==> src/hw/dcpm_params.svh <==
// Constants of the display power-state controller: timing, own register map, device map.
`ifndef DCPM_PARAMS_SVH
`define DCPM_PARAMS_SVH
// ==========================================================================
// Timing
`define DCPM_CLK_NS 50
`define DCPM_EXIT_NS 200000
`define DCPM_EXIT_CYC ((`DCPM_EXIT_NS + `DCPM_CLK_NS - 1) / `DCPM_CLK_NS)
// ==========================================================================
// Own registers on the software APB port
`define DCPM_R_CTRL 12'h000
`define DCPM_R_CFG 12'h004
`define DCPM_R_STAT 12'h008
`define DCPM_R_RDBK 12'h00C
`define DCPM_CTRL_CO_REQ 0
`define DCPM_CTRL_EO_REQ 1
`define DCPM_CTRL_PROG 2
`define DCPM_CTRL_SRF_NEED 3
`define DCPM_CFG_LINE_LSB 0
`define DCPM_CFG_IDLE_LSB 16
`define DCPM_CFG_PORT_BIT 20
`define DCPM_CFG_PIPE_BIT 21
`define DCPM_CFG_AUDIO_OFF 24
`define DCPM_CFG_EXT_OFF 25
`define DCPM_CFG_BL_OK 26
`define DCPM_STAT_CO_ON 0
`define DCPM_STAT_EO_ON 1
`define DCPM_STAT_BUSY 2
`define DCPM_STAT_ERR 3
`define DCPM_STAT_EXL_LSB 16
// ==========================================================================
// Device registers reached over the master port
`define DCPM_DEV_DSC 32'h0000_0100
`define DCPM_DEV_SRC 32'h0000_0200
`define DCPM_DEV_EXL 32'h0000_0300
`define DCPM_DSC_CO_BIT 2
`define DCPM_DSC_FLAG_BIT 3
`define DCPM_DSC_EO_BIT 4
`define DCPM_SRC_EN_BIT 31
`define DCPM_SRC_IDLE_LSB 8
`define DCPM_EXL_EN_BIT 31
`endif

==> src/hw/dcpm_pkg.sv <==
// Types shared by the display power-state controller.
`default_nettype none
package dcpm_pkg;
  typedef enum logic [4:0] {
    S_IDLE, S_CALC, S_CA_DSC0, S_CA_SRF_OFF, S_CA_SRF_ZERO, S_CA_SRF_ON, S_CA_EXL, S_CA_EN,
    S_CD_FLAG, S_CD_EN, S_CD_WAIT, S_CD_SRF_OFF, S_CD_SRF_IDLE, S_CD_SRF_ON,
    S_EA_DSC0, S_EA_ALLOW, S_ED_CLEAR, S_RB
  } dcpm_state_t;
endpackage
`default_nettype wire

==> src/hw/dcpm_apb_master.sv <==
// APB master that carries one device register access per start pulse.
`timescale 1ns/100ps
`default_nettype none
module dcpm_apb_master (
  input wire logic pclk,
  input wire logic presetn,
  input wire logic start,
  input wire logic wr,
  input wire logic [31:0] addr,
  input wire logic [31:0] wdata,
  output logic done,
  output logic err,
  output logic [31:0] rdata,
  output logic m_psel,
  output logic m_penable,
  output logic m_pwrite,
  output logic [31:0] m_paddr,
  output logic [31:0] m_pwdata,
  input wire logic [31:0] m_prdata,
  input wire logic m_pready,
  input wire logic m_pslverr
);
  // ==========================================================================
  // Transfer phases
  always_ff @(posedge pclk or negedge presetn) begin
    if (!presetn) begin
      m_psel <= 1'b0;
      m_penable <= 1'b0;
      m_pwrite <= 1'b0;
      m_paddr <= 32'h0;
      m_pwdata <= 32'h0;
      done <= 1'b0;
      err <= 1'b0;
      rdata <= 32'h0;
    end else begin
      done <= 1'b0;
      if (start && !m_psel) begin
        m_psel <= 1'b1;
        m_pwrite <= wr;
        m_paddr <= addr;
        m_pwdata <= wdata;
      end else if (m_psel && !m_penable) begin
        m_penable <= 1'b1;
      end else if (m_psel && m_penable && m_pready) begin
        // The request is released only at the edge that sees pready.
        m_psel <= 1'b0;
        m_penable <= 1'b0;
        done <= 1'b1;
        err <= m_pslverr;
        rdata <= m_prdata;
      end
    end
  end

  a_req_hold: assert property (@(posedge pclk) disable iff (!presetn)
    m_penable && !m_pready |=> $stable(m_paddr) && $stable(m_pwdata) && m_psel && m_penable)
    else $error("Master dropped a pending request.");
endmodule
`default_nettype wire

==> src/hw/dcpm_ctrl.sv <==
// Host controller that walks the display clock-off and engine-off allow/disallow sequences.
// What this block does
// - Context program must be loaded before permitting clock-off; engine-off resets it.
// - Audio idle, external outputs off, backlight not on utility pin first.
// - Deep-sleep idle-frame count is zero while clock-off idle enabled.
// - Mid and deep power states are never permitted with clock-off idle.
// - Withdraw clock-off before mode set or PLL, buffer, aux programming.
// - Permit: zero state enable, self refresh off, zero idle count, on.
// - Early exit line is ceil(200us over line time) plus one, enabled.
// - Setting the clock-off enable bit is the last permit step.
// - Withdraw: zero status flag, clear enable, wait full exit time.
// - After exit: self refresh off, restore idle count, re-enable if needed.
// - Engine-off permit: mid state disallowed first, allow bit set last.
// - Engine-off withdraw: clear allow bit, then program must be restored.
//
// The register offsets and the APB register port were decided locally.
`timescale 1ns/100ps
`default_nettype none
`include "dcpm_params.svh"
module dcpm_ctrl #(
  parameter int EXIT_CYC = `DCPM_EXIT_CYC
) (
  input wire logic pclk,
  input wire logic presetn,
  input wire logic psel,
  input wire logic penable,
  input wire logic pwrite,
  input wire logic [11:0] paddr,
  input wire logic [31:0] pwdata,
  output logic [31:0] prdata,
  output logic pready,
  output logic pslverr,
  output logic m_psel,
  output logic m_penable,
  output logic m_pwrite,
  output logic [31:0] m_paddr,
  output logic [31:0] m_pwdata,
  input wire logic [31:0] m_prdata,
  input wire logic m_pready,
  input wire logic m_pslverr
);
  // ==========================================================================
  // Helpers
  function automatic logic [31:0] dsc_word(input logic co, input logic eo, input logic flag);
    logic [31:0] w;
    w = 32'h0;
    w[`DCPM_DSC_CO_BIT] = co;
    w[`DCPM_DSC_FLAG_BIT] = flag;
    w[`DCPM_DSC_EO_BIT] = eo;
    return w;
  endfunction

  function automatic logic [31:0] src_word(input logic en, input logic [3:0] idle);
    logic [31:0] w;
    w = 32'h0;
    w[`DCPM_SRC_EN_BIT] = en;
    w[`DCPM_SRC_IDLE_LSB +: 4] = idle;
    return w;
  endfunction

  function automatic logic mapped(input logic [11:0] a);
    return a == `DCPM_R_CTRL || a == `DCPM_R_CFG || a == `DCPM_R_STAT || a == `DCPM_R_RDBK;
  endfunction

  // ==========================================================================
  // State
  dcpm_pkg::dcpm_state_t state_q;
  logic [3:0] ctrl_q;
  logic [31:0] cfg_q;
  logic co_on_q, eo_on_q, err_q, issued_q;
  logic [17:0] rem_q;
  logic [15:0] cnt_q, exl_q;
  logic [12:0] wait_q;
  logic [31:0] rdbk_q;
  logic op_v, op_wr, m_start, m_done, m_err;
  logic [31:0] op_addr, op_data, m_rdata;
  logic wr_acc, co_ok;
  logic [15:0] line_ns;
  logic [3:0] idle_rst;

  assign wr_acc = psel && penable && pready && pwrite;
  assign line_ns = cfg_q[`DCPM_CFG_LINE_LSB +: 16];
  assign idle_rst = cfg_q[`DCPM_CFG_IDLE_LSB +: 4];
  // Preconditions are asserted by software through the configuration word and the program bit.
  assign co_ok = ctrl_q[`DCPM_CTRL_PROG] && !cfg_q[`DCPM_CFG_PORT_BIT]
    && !cfg_q[`DCPM_CFG_PIPE_BIT]
    && cfg_q[`DCPM_CFG_AUDIO_OFF] && cfg_q[`DCPM_CFG_EXT_OFF] && cfg_q[`DCPM_CFG_BL_OK]
    && !eo_on_q && line_ns != 16'h0;

  // ==========================================================================
  // Software register port, answering in the first access cycle
  always_ff @(posedge pclk or negedge presetn) begin
    if (!presetn) begin
      pready <= 1'b0;
      pslverr <= 1'b0;
      prdata <= 32'h0;
    end else begin
      pready <= 1'b0;
      pslverr <= 1'b0;
      if (psel && !penable && !pready) begin
        pready <= 1'b1;
        pslverr <= !mapped(paddr);
        case (paddr)
          `DCPM_R_CTRL: prdata <= {28'h0, ctrl_q};
          `DCPM_R_CFG: prdata <= cfg_q;
          `DCPM_R_STAT: prdata <= {exl_q, 12'h0, err_q, state_q != dcpm_pkg::S_IDLE,
            eo_on_q, co_on_q};
          `DCPM_R_RDBK: prdata <= rdbk_q;
          default: prdata <= 32'h0;
        endcase
      end
    end
  end

  always_ff @(posedge pclk or negedge presetn) begin
    if (!presetn) begin
      ctrl_q <= 4'h0;
    end else if (state_q == dcpm_pkg::S_ED_CLEAR && m_done) begin
      // Engine-off discards the context program, so it must be loaded again.
      ctrl_q[`DCPM_CTRL_PROG] <= 1'b0;
    end else if (wr_acc && paddr == `DCPM_R_CTRL) begin
      // Software loads the context program itself and reports it through the program bit.
      ctrl_q <= pwdata[3:0];
    end
  end

  always_ff @(posedge pclk or negedge presetn) begin
    if (!presetn) begin
      cfg_q <= 32'h0;
    end else if (wr_acc && paddr == `DCPM_R_CFG) begin
      cfg_q <= pwdata;
    end
  end

  // Refusal flag: a new refusal or bus error wins over a write-one clear.
  always_ff @(posedge pclk or negedge presetn) begin
    if (!presetn) begin
      err_q <= 1'b0;
    end else if ((m_done && m_err) || (state_q == dcpm_pkg::S_IDLE && !co_on_q
        && ctrl_q[`DCPM_CTRL_CO_REQ] && !co_ok && !(co_on_q && !ctrl_q[`DCPM_CTRL_CO_REQ]))) begin
      err_q <= 1'b1;
    end else if (wr_acc && paddr == `DCPM_R_STAT && pwdata[`DCPM_STAT_ERR]) begin
      err_q <= 1'b0;
    end
  end

  // ==========================================================================
  // Device access for each sequence step
  always_comb begin
    op_v = 1'b1;
    op_wr = 1'b1;
    op_addr = `DCPM_DEV_DSC;
    op_data = 32'h0;
    case (state_q)
      dcpm_pkg::S_CA_DSC0: op_data = dsc_word(1'b0, 1'b0, 1'b0);
      dcpm_pkg::S_CA_SRF_OFF: begin
        op_addr = `DCPM_DEV_SRC;
        op_data = src_word(1'b0, idle_rst);
      end
      dcpm_pkg::S_CA_SRF_ZERO: begin
        op_addr = `DCPM_DEV_SRC;
        op_data = src_word(1'b0, 4'h0);
      end
      dcpm_pkg::S_CA_SRF_ON: begin
        op_addr = `DCPM_DEV_SRC;
        op_data = src_word(1'b1, 4'h0);
      end
      dcpm_pkg::S_CA_EXL: begin
        op_addr = `DCPM_DEV_EXL;
        op_data = {16'h0, exl_q};
        op_data[`DCPM_EXL_EN_BIT] = 1'b1;
      end
      dcpm_pkg::S_CA_EN: op_data = dsc_word(1'b1, 1'b0, 1'b0);
      dcpm_pkg::S_CD_FLAG: op_data = dsc_word(1'b1, eo_on_q, 1'b0);
      dcpm_pkg::S_CD_EN: op_data = dsc_word(1'b0, eo_on_q, 1'b0);
      dcpm_pkg::S_CD_SRF_OFF: begin
        op_addr = `DCPM_DEV_SRC;
        op_data = src_word(1'b0, 4'h0);
      end
      dcpm_pkg::S_CD_SRF_IDLE: begin
        op_addr = `DCPM_DEV_SRC;
        op_data = src_word(1'b0, idle_rst);
      end
      dcpm_pkg::S_CD_SRF_ON: begin
        op_addr = `DCPM_DEV_SRC;
        op_data = src_word(1'b1, idle_rst);
      end
      dcpm_pkg::S_EA_DSC0: op_data = dsc_word(1'b0, 1'b0, 1'b0);
      dcpm_pkg::S_EA_ALLOW: op_data = dsc_word(1'b0, 1'b1, 1'b0);
      dcpm_pkg::S_ED_CLEAR: op_data = dsc_word(1'b0, 1'b0, 1'b0);
      dcpm_pkg::S_RB: op_wr = 1'b0;
      default: op_v = 1'b0;
    endcase
  end

  assign m_start = op_v && !issued_q;

  always_ff @(posedge pclk or negedge presetn) begin
    if (!presetn) begin
      issued_q <= 1'b0;
    end else if (m_done) begin
      issued_q <= 1'b0;
    end else if (m_start) begin
      issued_q <= 1'b1;
    end
  end

  dcpm_apb_master dcpm_apb_master_inst (
    .pclk(pclk),
    .presetn(presetn),
    .start(m_start),
    .wr(op_wr),
    .addr(op_addr),
    .wdata(op_data),
    .done(m_done),
    .err(m_err),
    .rdata(m_rdata),
    .m_psel(m_psel),
    .m_penable(m_penable),
    .m_pwrite(m_pwrite),
    .m_paddr(m_paddr),
    .m_pwdata(m_pwdata),
    .m_prdata(m_prdata),
    .m_pready(m_pready),
    .m_pslverr(m_pslverr)
  );

  // ==========================================================================
  // Sequencer
  // Withdrawals are served before permits in idle, though a permit sequence already under way is finished first.
  always_ff @(posedge pclk or negedge presetn) begin
    if (!presetn) begin
      state_q <= dcpm_pkg::S_IDLE;
    end else begin
      case (state_q)
        dcpm_pkg::S_IDLE: begin
          if (co_on_q && !ctrl_q[`DCPM_CTRL_CO_REQ]) begin
            state_q <= dcpm_pkg::S_CD_FLAG;
          end else if (eo_on_q && !ctrl_q[`DCPM_CTRL_EO_REQ]) begin
            state_q <= dcpm_pkg::S_ED_CLEAR;
          end else if (!co_on_q && ctrl_q[`DCPM_CTRL_CO_REQ] && !err_q && co_ok) begin
            state_q <= dcpm_pkg::S_CALC;
          end else if (!eo_on_q && ctrl_q[`DCPM_CTRL_EO_REQ] && !err_q && !co_on_q) begin
            state_q <= dcpm_pkg::S_EA_DSC0;
          end
        end
        dcpm_pkg::S_CALC: begin
          if (rem_q <= 18'(line_ns)) begin
            state_q <= dcpm_pkg::S_CA_DSC0;
          end
        end
        dcpm_pkg::S_CD_WAIT: begin
          if (wait_q == 13'(EXIT_CYC - 1)) begin
            state_q <= dcpm_pkg::S_CD_SRF_OFF;
          end
        end
        default: begin
          if (m_done) begin
            case (state_q)
              dcpm_pkg::S_CA_DSC0: state_q <= dcpm_pkg::S_CA_SRF_OFF;
              dcpm_pkg::S_CA_SRF_OFF: state_q <= dcpm_pkg::S_CA_SRF_ZERO;
              dcpm_pkg::S_CA_SRF_ZERO: state_q <= dcpm_pkg::S_CA_SRF_ON;
              dcpm_pkg::S_CA_SRF_ON: state_q <= dcpm_pkg::S_CA_EXL;
              dcpm_pkg::S_CA_EXL: state_q <= dcpm_pkg::S_CA_EN;
              dcpm_pkg::S_CD_FLAG: state_q <= dcpm_pkg::S_CD_EN;
              dcpm_pkg::S_CD_EN: state_q <= dcpm_pkg::S_CD_WAIT;
              dcpm_pkg::S_CD_SRF_OFF: state_q <= dcpm_pkg::S_CD_SRF_IDLE;
              dcpm_pkg::S_CD_SRF_IDLE: state_q <= ctrl_q[`DCPM_CTRL_SRF_NEED] ?
                dcpm_pkg::S_CD_SRF_ON : dcpm_pkg::S_RB;
              dcpm_pkg::S_EA_DSC0: state_q <= dcpm_pkg::S_EA_ALLOW;
              default: state_q <= state_q == dcpm_pkg::S_RB ? dcpm_pkg::S_IDLE : dcpm_pkg::S_RB;
            endcase
          end
        end
      endcase
    end
  end

  // Exit line: repeated subtraction counts one less than the rounded-up quotient, then two is added.
  always_ff @(posedge pclk or negedge presetn) begin
    if (!presetn) begin
      rem_q <= 18'h0;
      cnt_q <= 16'h0;
      exl_q <= 16'h0;
    end else if (state_q == dcpm_pkg::S_IDLE) begin
      rem_q <= 18'(`DCPM_EXIT_NS);
      cnt_q <= 16'h0;
    end else if (state_q == dcpm_pkg::S_CALC) begin
      if (rem_q > 18'(line_ns)) begin
        rem_q <= rem_q - 18'(line_ns);
        cnt_q <= cnt_q + 16'h1;
      end else begin
        exl_q <= cnt_q + 16'h2;
      end
    end
  end

  always_ff @(posedge pclk or negedge presetn) begin
    if (!presetn) begin
      wait_q <= 13'h0;
    end else if (state_q == dcpm_pkg::S_CD_WAIT) begin
      wait_q <= wait_q + 13'h1;
    end else begin
      wait_q <= 13'h0;
    end
  end

  always_ff @(posedge pclk or negedge presetn) begin
    if (!presetn) begin
      co_on_q <= 1'b0;
      eo_on_q <= 1'b0;
    end else if (m_done) begin
      if (state_q == dcpm_pkg::S_CA_EN) co_on_q <= 1'b1;
      if (state_q == dcpm_pkg::S_CD_EN) co_on_q <= 1'b0;
      if (state_q == dcpm_pkg::S_EA_ALLOW) eo_on_q <= 1'b1;
      if (state_q == dcpm_pkg::S_ED_CLEAR) eo_on_q <= 1'b0;
    end
  end

  always_ff @(posedge pclk or negedge presetn) begin
    if (!presetn) begin
      rdbk_q <= 32'h0;
    end else if (m_done && state_q == dcpm_pkg::S_RB) begin
      rdbk_q <= m_rdata;
    end
  end

  // ==========================================================================
  // Checks
  logic [12:0] hold_q;
  always_ff @(posedge pclk or negedge presetn) begin
    if (!presetn) hold_q <= 13'h0;
    else hold_q <= state_q == dcpm_pkg::S_CD_WAIT ? hold_q + 13'h1 : 13'h0;
  end

  a_exit_wait_len: assert property (@(posedge pclk) disable iff (!presetn)
    $fell(state_q == dcpm_pkg::S_CD_WAIT) |-> $past(hold_q) == 13'(EXIT_CYC - 1))
    else $error("Exit wait has wrong length.");
  a_co_prog_loaded: assert property (@(posedge pclk) disable iff (!presetn)
    $rose(co_on_q) |-> $past(ctrl_q[`DCPM_CTRL_PROG], 2))
    else $error("Clock-off permitted without a loaded program.");
  a_co_first_port: assert property (@(posedge pclk) disable iff (!presetn)
    $rose(state_q == dcpm_pkg::S_CALC) |-> !cfg_q[`DCPM_CFG_PORT_BIT] && !cfg_q[`DCPM_CFG_PIPE_BIT])
    else $error("Clock-off started on an unsupported port.");
  a_exl_value: assert property (@(posedge pclk) disable iff (!presetn)
    m_start && state_q == dcpm_pkg::S_CA_EXL |-> op_data[15:0] >= 16'h2
      && 32'(op_data[15:0] - 16'h1) * 32'(line_ns) >= 32'(`DCPM_EXIT_NS)
      && 32'(op_data[15:0] - 16'h2) * 32'(line_ns) < 32'(`DCPM_EXIT_NS))
    else $error("Early exit line count is wrong.");
  a_zero_first: assert property (@(posedge pclk) disable iff (!presetn)
    $rose(state_q == dcpm_pkg::S_CA_SRF_OFF) |-> $past(state_q) == dcpm_pkg::S_CA_DSC0)
    else $error("Self refresh touched before state enable cleared.");
  a_enable_last: assert property (@(posedge pclk) disable iff (!presetn)
    $rose(co_on_q) |-> $past(state_q) == dcpm_pkg::S_CA_EN ##1 state_q == dcpm_pkg::S_RB)
    else $error("Clock-off enable was not the last permit step.");
  a_no_mid_state: assert property (@(posedge pclk) disable iff (!presetn)
    m_start && op_addr == `DCPM_DEV_DSC |-> op_data[1:0] == 2'h0)
    else $error("Mid or deep state enabled by the controller.");
  a_flag_then_clear: assert property (@(posedge pclk) disable iff (!presetn)
    $rose(state_q == dcpm_pkg::S_CD_EN) |-> $past(state_q) == dcpm_pkg::S_CD_FLAG)
    else $error("Enable cleared before status flag.");
  a_eo_drops_prog: assert property (@(posedge pclk) disable iff (!presetn)
    $fell(eo_on_q) |-> !ctrl_q[`DCPM_CTRL_PROG])
    else $error("Program flag kept across engine-off.");
  a_eo_excl_co: assert property (@(posedge pclk) disable iff (!presetn)
    !(eo_on_q && co_on_q))
    else $error("Both power states permitted at once.");

  c_co_allow: cover property (@(posedge pclk) disable iff (!presetn) $rose(co_on_q));
  c_co_withdraw: cover property (@(posedge pclk) disable iff (!presetn) $fell(co_on_q));
  c_eo_cycle: cover property (@(posedge pclk) disable iff (!presetn) $fell(eo_on_q));
  c_refused: cover property (@(posedge pclk) disable iff (!presetn) $rose(err_q));
endmodule
`default_nettype wire

==> config.mk <==
export PLATFORM = sky130hd
export DESIGN_NAME = dcpm_ctrl
export DESIGN_NICKNAME = d
export VERILOG_FILES = /design/src/hw/dcpm_pkg.sv /design/src/hw/dcpm_apb_master.sv /design/src/hw/dcpm_ctrl.sv
export VERILOG_INCLUDE_DIRS = /design/src /design/src/hw
export SDC_FILE = /design/constraint.sdc
export NUM_CORES = 1
export LEC_CHECK = 0
export BUFFER_PORTS_ARGS = -buffer_cell sky130_fd_sc_hd__buf_2
export CORE_MARGIN = 2
export CORE_UTILIZATION = 35
export DETAILED_ROUTE_END_ITERATION = 8
export GPL_TIMING_DRIVEN = 0
export MAX_ROUTING_LAYER = met4
export SLEW_MARGIN = 20
export SYNTH_ARGS = -nofsm -noshare
export SYNTH_HDL_FRONTEND = slang
export SYNTH_SLANG_ARGS = --single-unit
==> constraint.sdc <==
create_clock -name pclk -period 3 [get_ports pclk]
set_clock_uncertainty 0.05 [all_clocks]
set_input_delay 0 -clock pclk [delete_from_list [all_inputs] [get_ports pclk]]
set_output_delay 0 -clock pclk [all_outputs]
set_load 0.1 [all_outputs]
* Yosys cells after proc, flatten, opt, wreduce, memory -nomap -nowiden
Index checks and enable logic that the tools add are counted.
** Storage, ports and cells
- Flip-flop bits (word level) :: 275
- Input port bits :: 83
- Output and inout port bits :: 101
- Word-level logic and storage cells :: 183
** Cells by class
- $add $sub $neg :: 4
- Magnitude comparators :: 2
- Equal/unequal tests :: 25
- Muxes and demuxes :: 42
- Bitwise gates (word level) :: 5
- Reduce and logical (&&, ||, !) cells :: 81
** Operators by type and width (count)
- case mux 32 bit (8 select lines) :: 1
- case mux 32 bit (4 select lines) :: 1
- 2-to-1 mux 18 bit :: 3
- case mux 5 bit (10 select lines) :: 1
- 2-to-1 mux 16 bit :: 3
- 2-to-1 mux 5 bit :: 9
- equality test 5 x 4 -> 1 bit, second input constant :: 8
- logical AND 1 bit :: 36
- equality test 12 x 4 -> 1 bit, second input constant :: 2
- equality test 5 x 3 -> 1 bit, second input constant :: 4
- 2-to-1 mux 1 bit :: 20
- case mux 10 bit (2 select lines) :: 1
- greater-than comparator 18 x 16 -> 1 bit :: 1
- less-or-equal comparator 18 x 16 -> 1 bit :: 1
- nonzero test 2 bit :: 9
- subtractor 18 x 16 -> 18 bit :: 1
- adder 16 x 1 -> 16 bit, second input constant :: 1
- adder 16 x 2 -> 16 bit, second input constant :: 1
- nonzero test 16 bit :: 1
- zero test 1 bit :: 15
- case mux 5 bit (3 select lines) :: 1
- OR reduction 15 bit :: 1
- adder 13 x 1 -> 13 bit, second input constant :: 1
- equality test 13 x 12 -> 1 bit, second input constant :: 1
- other kinds (20) :: 36

* Longest topological paths before layout
- Depth in word-level cells :: 13
- Mapped depth :: 12
- Depth with buffers taken out :: 10

* Cells and area by module
A second synthesis with hierarchy kept.
** Second synthesis, totals
- Cell total of the unflattened synthesis :: 1116
- Area total of the unflattened synthesis :: 13117.6 µm²
** By module, submodules not included
- dcpm_ctrl :: instances 1, cells each 902, area an instance 9046.2 µm², seq. area each 4354.2 µm²
- dcpm_apb_master :: instances 1, cells each 214, area an instance 4071.4 µm², seq. area each 2527.4 µm²

* Worst setup path after synthesis
Ideal clock, no wire load.
- Path type :: register to register
- From :: register cfg_q[0]
- To :: register cnt_q[15]
- Setup time :: 0.078 ns
- Data arrival time :: 2.592 ns
- Data required time :: 2.872 ns
- Slack :: 0.280 ns
- Stages on the path, launching flop included :: 10
- Path buffers :: 0
- Clock period less this slack :: 2.720 ns
- Cells stage by stage :: dfrtp_1 ha_1 fa_1 nand2b_1 a21oi_1 o311ai_0 a41oi_4 nand2_4 or4_1 a21oi_1
** On the way
- Longest elaborated chain between the ends :: 3
** RTL lines
- from (decl) :: line dcpm_ctrl.sv:69 : logic [31:0] cfg_q;
- from (signal assigned) :: line dcpm_ctrl.sv:131 : cfg_q <= pwdata;
- greater-than comparator 18 x 16 -> 1 bit :: line dcpm_ctrl.sv:289 : if (rem_q > 18'(line_ns)) begin
- nonzero test 2 bit (no line)
- AND reduction 2 bit (no line)
- to (signal assigned) :: line dcpm_ctrl.sv:291 : cnt_q <= cnt_q + 16'h1;
- to (decl) :: line dcpm_ctrl.sv:72 : logic [15:0] cnt_q, exl_q;
Every way passes these cells.
A chain may end at the register's enable or synchronous reset.

* Worst setup path in the final report
- From :: register cfg_q[12]
- To :: register cnt_q[15]
The elaborated chain is that of the path after synthesis.

==> results.md <==
- The run finished with clean final reports.
- The total number of placement rows is 65.
- From synthesis to final layout, the design area changed by 27.6%.
- The buffering stage count on the worst path with inverters included is 1.
- Of the total power, the share spent switching nets is 0.256.
- The pre-CTS setup slack is -428 ps.
- The floorplan core area is about 32000 sq um.
- The critical path starts at cfg_q[12].
- In this run the vertical extent of the chip is between 150 and 200 um.
- The sum of negative setup slack is 0 ps.
- The count of buffers from port buffering is approximately 140.
- The kind of path behind the tightest hold check is primary input to asynchronous set/reset pin.
- The total area of multi-input combinational cells is between 5000 and 6000 sq um.
- The synthesized design contains 0 enable-type register cells.
- In this run, placement finished with an instance count of 1663.
- The critical path startpoint category is a flip-flop.
- In this run, CTS created clock tree buffers numbering 24.
- The final layout contains routed wiring with a total length of about 30000 um.
- Broken down by cell family, the worst path's largest delay share belongs to simple AND/OR/NAND/NOR gates.
- The maximum fanout along the worst path is 6.
- The DRC violations left is 0.
- The startpoint-to-endpoint class of the critical path is flip-flop to flip-flop.
- For this design the static power due to leakage is about 6.8 nW.
- The count of endpoints failing hold in the final timing report is 0.
- The data arrival at the endpoint of the critical path is 3310 ps.
- Of the available clock period, the critical path in the final layout requires 0.975.
- The synthesized area is 11300 sq um.
- The kind of capture point of the worst setup path is a flip-flop.
- The highest achievable clock rate is around 0.34 GHz.
- The count of cell types in the netlist is 66.
- The relative contribution of combinational cells to total power is 0.121.
- The number of clock sinks is 230.
- The die is about 180 um wide.
- The number of standard cells in the final layout excluding fillers is 1783.
- CTS built an H-tree with a depth of 1.
- The total congestion overflow is 0.
- In the final layout, flip-flops and latches occupy between 5000 and 6000 sq um.
- Detailed placement finished with a half-perimeter wire length of approximately 21000 um.
- The required time of the worst setup path is between 3000 and 4000 ps.
- In this run the mean area of a mapped cell was 10.5 sq um.
- 184 I/O pins were placed.
- 0 antenna diodes ended up in the layout.
- Entering global routing, the biggest net connects just over 90 pins.
- The floorplan step defined a die boundary enclosing about 34000 sq um.
- The number of max-capacitance violations reported is 0.
- The fraction of registers with async set/reset is 1.00.
- The critical path runs through a total of 9 cells.
- The count of antenna-violating nets left after detailed routing is 0.
- The power density normalized to cell area is 510 nW/um^2.
- The pre-antenna-repair detailed-routing pass consisted of 5 iterations.
- The depth of the worst register-to-register path is 9.
- In the synthesized netlist the dominant register cell turns out to be sky130_fd_sc_hd__dfrtp_1.
- Of the total power, registers draw 0.471.
- In the routed layout, each cell is associated on average with a via count of 5.07.
- The wire length of the first global-routing pass is 47200 um.
- The maximum ir drop on the vdd rail is ~0.00043 V.
- The number of vias after detailed routing is around 9000.
- Ranked by total cell area, the synthesized netlist is headed by sky130_fd_sc_hd__dfrtp_1, sky130_fd_sc_hd__mux2_2, sky130_fd_sc_hd__nand2_1.
- The worst slew slack as a fraction of its limit is 0.402.
- The top cell type's share of synthesized area is 0.510.
- The biggest area contributor in the post-synthesis netlist is sky130_fd_sc_hd__dfrtp_1.
- The share of the Yosys chip area taken by registers is 0.510.
- The count of pins over their slew limit is 0.
- The clock edge transition at the registers on the reported setup and hold paths is approximately 60 ps.
- Sorting the synthesized cells by how often they occur yields sky130_fd_sc_hd__dfrtp_1, sky130_fd_sc_hd__nand2_1, sky130_fd_sc_hd__mux2_2.
- The maximum number of buffers from clock root to sink is 3.
- The tree is rooted in a sky130_fd_sc_hd__clkbuf_16.
- The initial utilization of the core area, before any placement, comes to 0.356.
- After the first detailed-routing iteration, the DRC count stood at between 500 and 600.
- The final critical path time including I/O delays and setup is around 2900 ps.
- The number of cells produced by synthesis is between 1000 and 1500.
- Measured on the finished design, the core utilization comes to 0.455.
- After synthesis the netlist holds a flip-flop and latch count of 230.
- sky130_fd_sc_hd__dfrtp_1 is the most common cell in the netlist.
- TritonCTS built the clock tree.
- The initial antenna violation count was 0.
- The maximum cell stage delay along the critical path is 530 ps.
- The cell at the slowest stage of the critical path is sky130_fd_sc_hd__or4_1.
- The analysis attributes to net switching a power of between 1.5 and 2 mW.
- The number of fill cells in the layout is approximately 2900.
- In the global route stage, overall resource usage came out at 0.181.
- Walking the worst path, the cells encountered are inv_2 -> ha_4 -> and3_1 -> and2_4 -> or3b_1 -> a41oi_4 -> nand2_4 -> or4_1 -> a21oi_1.
- The number of setup violations in the final report is 0.
- The worst flop-to-flop path startpoint is cfg_q[12].
- At the later pin of the worst-skew pair, clock insertion delay measures around 520 ps.
- The synthesis warning total is 0.
- The share of total power dissipated in the clock network is 0.408.
- The number of nets in the layout is about 1500.
- Routability-driven placement finished with a final weighted congestion of ~0.85.
- The number of global-route vias before repair is ~8600.
- The least setup slack across all paths after layout is 74.3 ps.
- The proportion of layout cells with a drive suffix above 1 is 0.272.
- The internal cell power is 5.46 mW.
- For the pin with the worst max-slew slack, the measured transition is between 800 and 900 ps.
- After detailed routing, the average wire length per cell comes to approximately 17 um.
## routing by layer
| layer | share of wire | track usage |
|---|---|---|
| met1 | 0.47 | 0.253 |
| met2 | 0.46 | 0.283 |
| met3 | 0.059 | 0.0273 |
| met4 | 0.015 | 0.0349 |
| met5 | 0 | - |
## placed cells by master (no fill, tap or decap), types with 45 or more instances in the layout
master,n
sky130_fd_sc_hd__dfrtp_1,229
sky130_fd_sc_hd__buf_2,139
sky130_fd_sc_hd__nand2_1,124
sky130_fd_sc_hd__mux2_2,104
sky130_fd_sc_hd__o21ai_0,83
sky130_fd_sc_hd__dlygate4sd3_1,67
sky130_fd_sc_hd__nor2_1,60
sky130_fd_sc_hd__buf_4,57
sky130_fd_sc_hd__clkbuf_1,47
sky130_fd_sc_hd__conb_1,45
## stage by stage
step / hold WS (ps) / instance area (sq um) / total power [mW]
after global routing: 29.0 / 14400 / 7.60
after CTS: 21.3 / 14200 / 7.39
after global placement: 161 / 12600 / 4.31
after detailed placement: -25.7 / 12700 / 4.34
final: 4.35 / 14400 / 7.34
after floorplan: -346 / 11400 / 4.10
## kinds of logic (layout without fill, tap and decap cells)
| logic type | after synthesis | count (layout) | share of synthesized area |
|---|---|---|---|
| adders and majority gates | 21 | 21 | 0.0237 |
| muxes | 124 | 124 | 0.126 |
| other | 1 | 45 | 0.000333 |
| DFF | 230 | 230 | 0.510 |
| xor gates and xnor gates | 37 | 37 | 0.0287 |
| and+or+nand+nor | 327 | 327 | 0.139 |
| AOI/OAI and AO/OA | 207 | 207 | 0.113 |
| buffers and inverters | 131 | 390 | 0.0591 |
## state kept, by name (all words and copies together) (netlist names), 13 cells and up
| register | count |
|---|---|
| cfg_q | 32 |
| dcpm_apb_master_inst.rdata | 32 |
| prdata | 32 |
| rdbk_q | 32 |
| rem_q | 18 |
| dcpm_apb_master_inst.m_pwdata | 17 |
| cnt_q | 16 |
| exl_q | 16 |
| wait_q | 13 |
## power groups by stage
stage                     combinational (mW)  clock [mW]  sequential [mW]
after floorplan                        0.564           0             3.54
after global placement                 0.800           0             3.51
after detailed placement               0.826           0             3.51
after CTS                              0.895        3.04             3.46
after global routing                   0.953        3.17             3.48
final                                  0.889        2.99             3.46
## final timing paths
| path | endpoint | slack (ps) |
|---|---|---|
| max reg2reg | cnt_q[15] | 70 |
| min | dcpm_apb_master_inst.rdata[28] | 4 |
| max in group asynchronous | cfg_q[0] | 2010 |
| max | cnt_q[15] | 70 |
| min reg2reg | prdata[5] | 420 |
| min in group pclk | pready | 20 |
## final cells by class
type,count,share of cell area
timing repair buffer,218,0.106
tap,402,0.0349
sequential,230,0.400
inverter,27,0.00704
clock buffer,37,0.0515
buffer,104,0.0411
clock inverter,4,0.00313
multi-input combinational,761,0.356
## timing repair
item,CTS,global route
setup endpoints to repair,51,63
endpoints found under the hold margin,302,0
resized for setup,10,24
pin swaps,1,2
gates cloned,0,1
hold buffers,67,0
setup buffers,1,10
No activity file was read; power rests on OpenSTA's default activity.
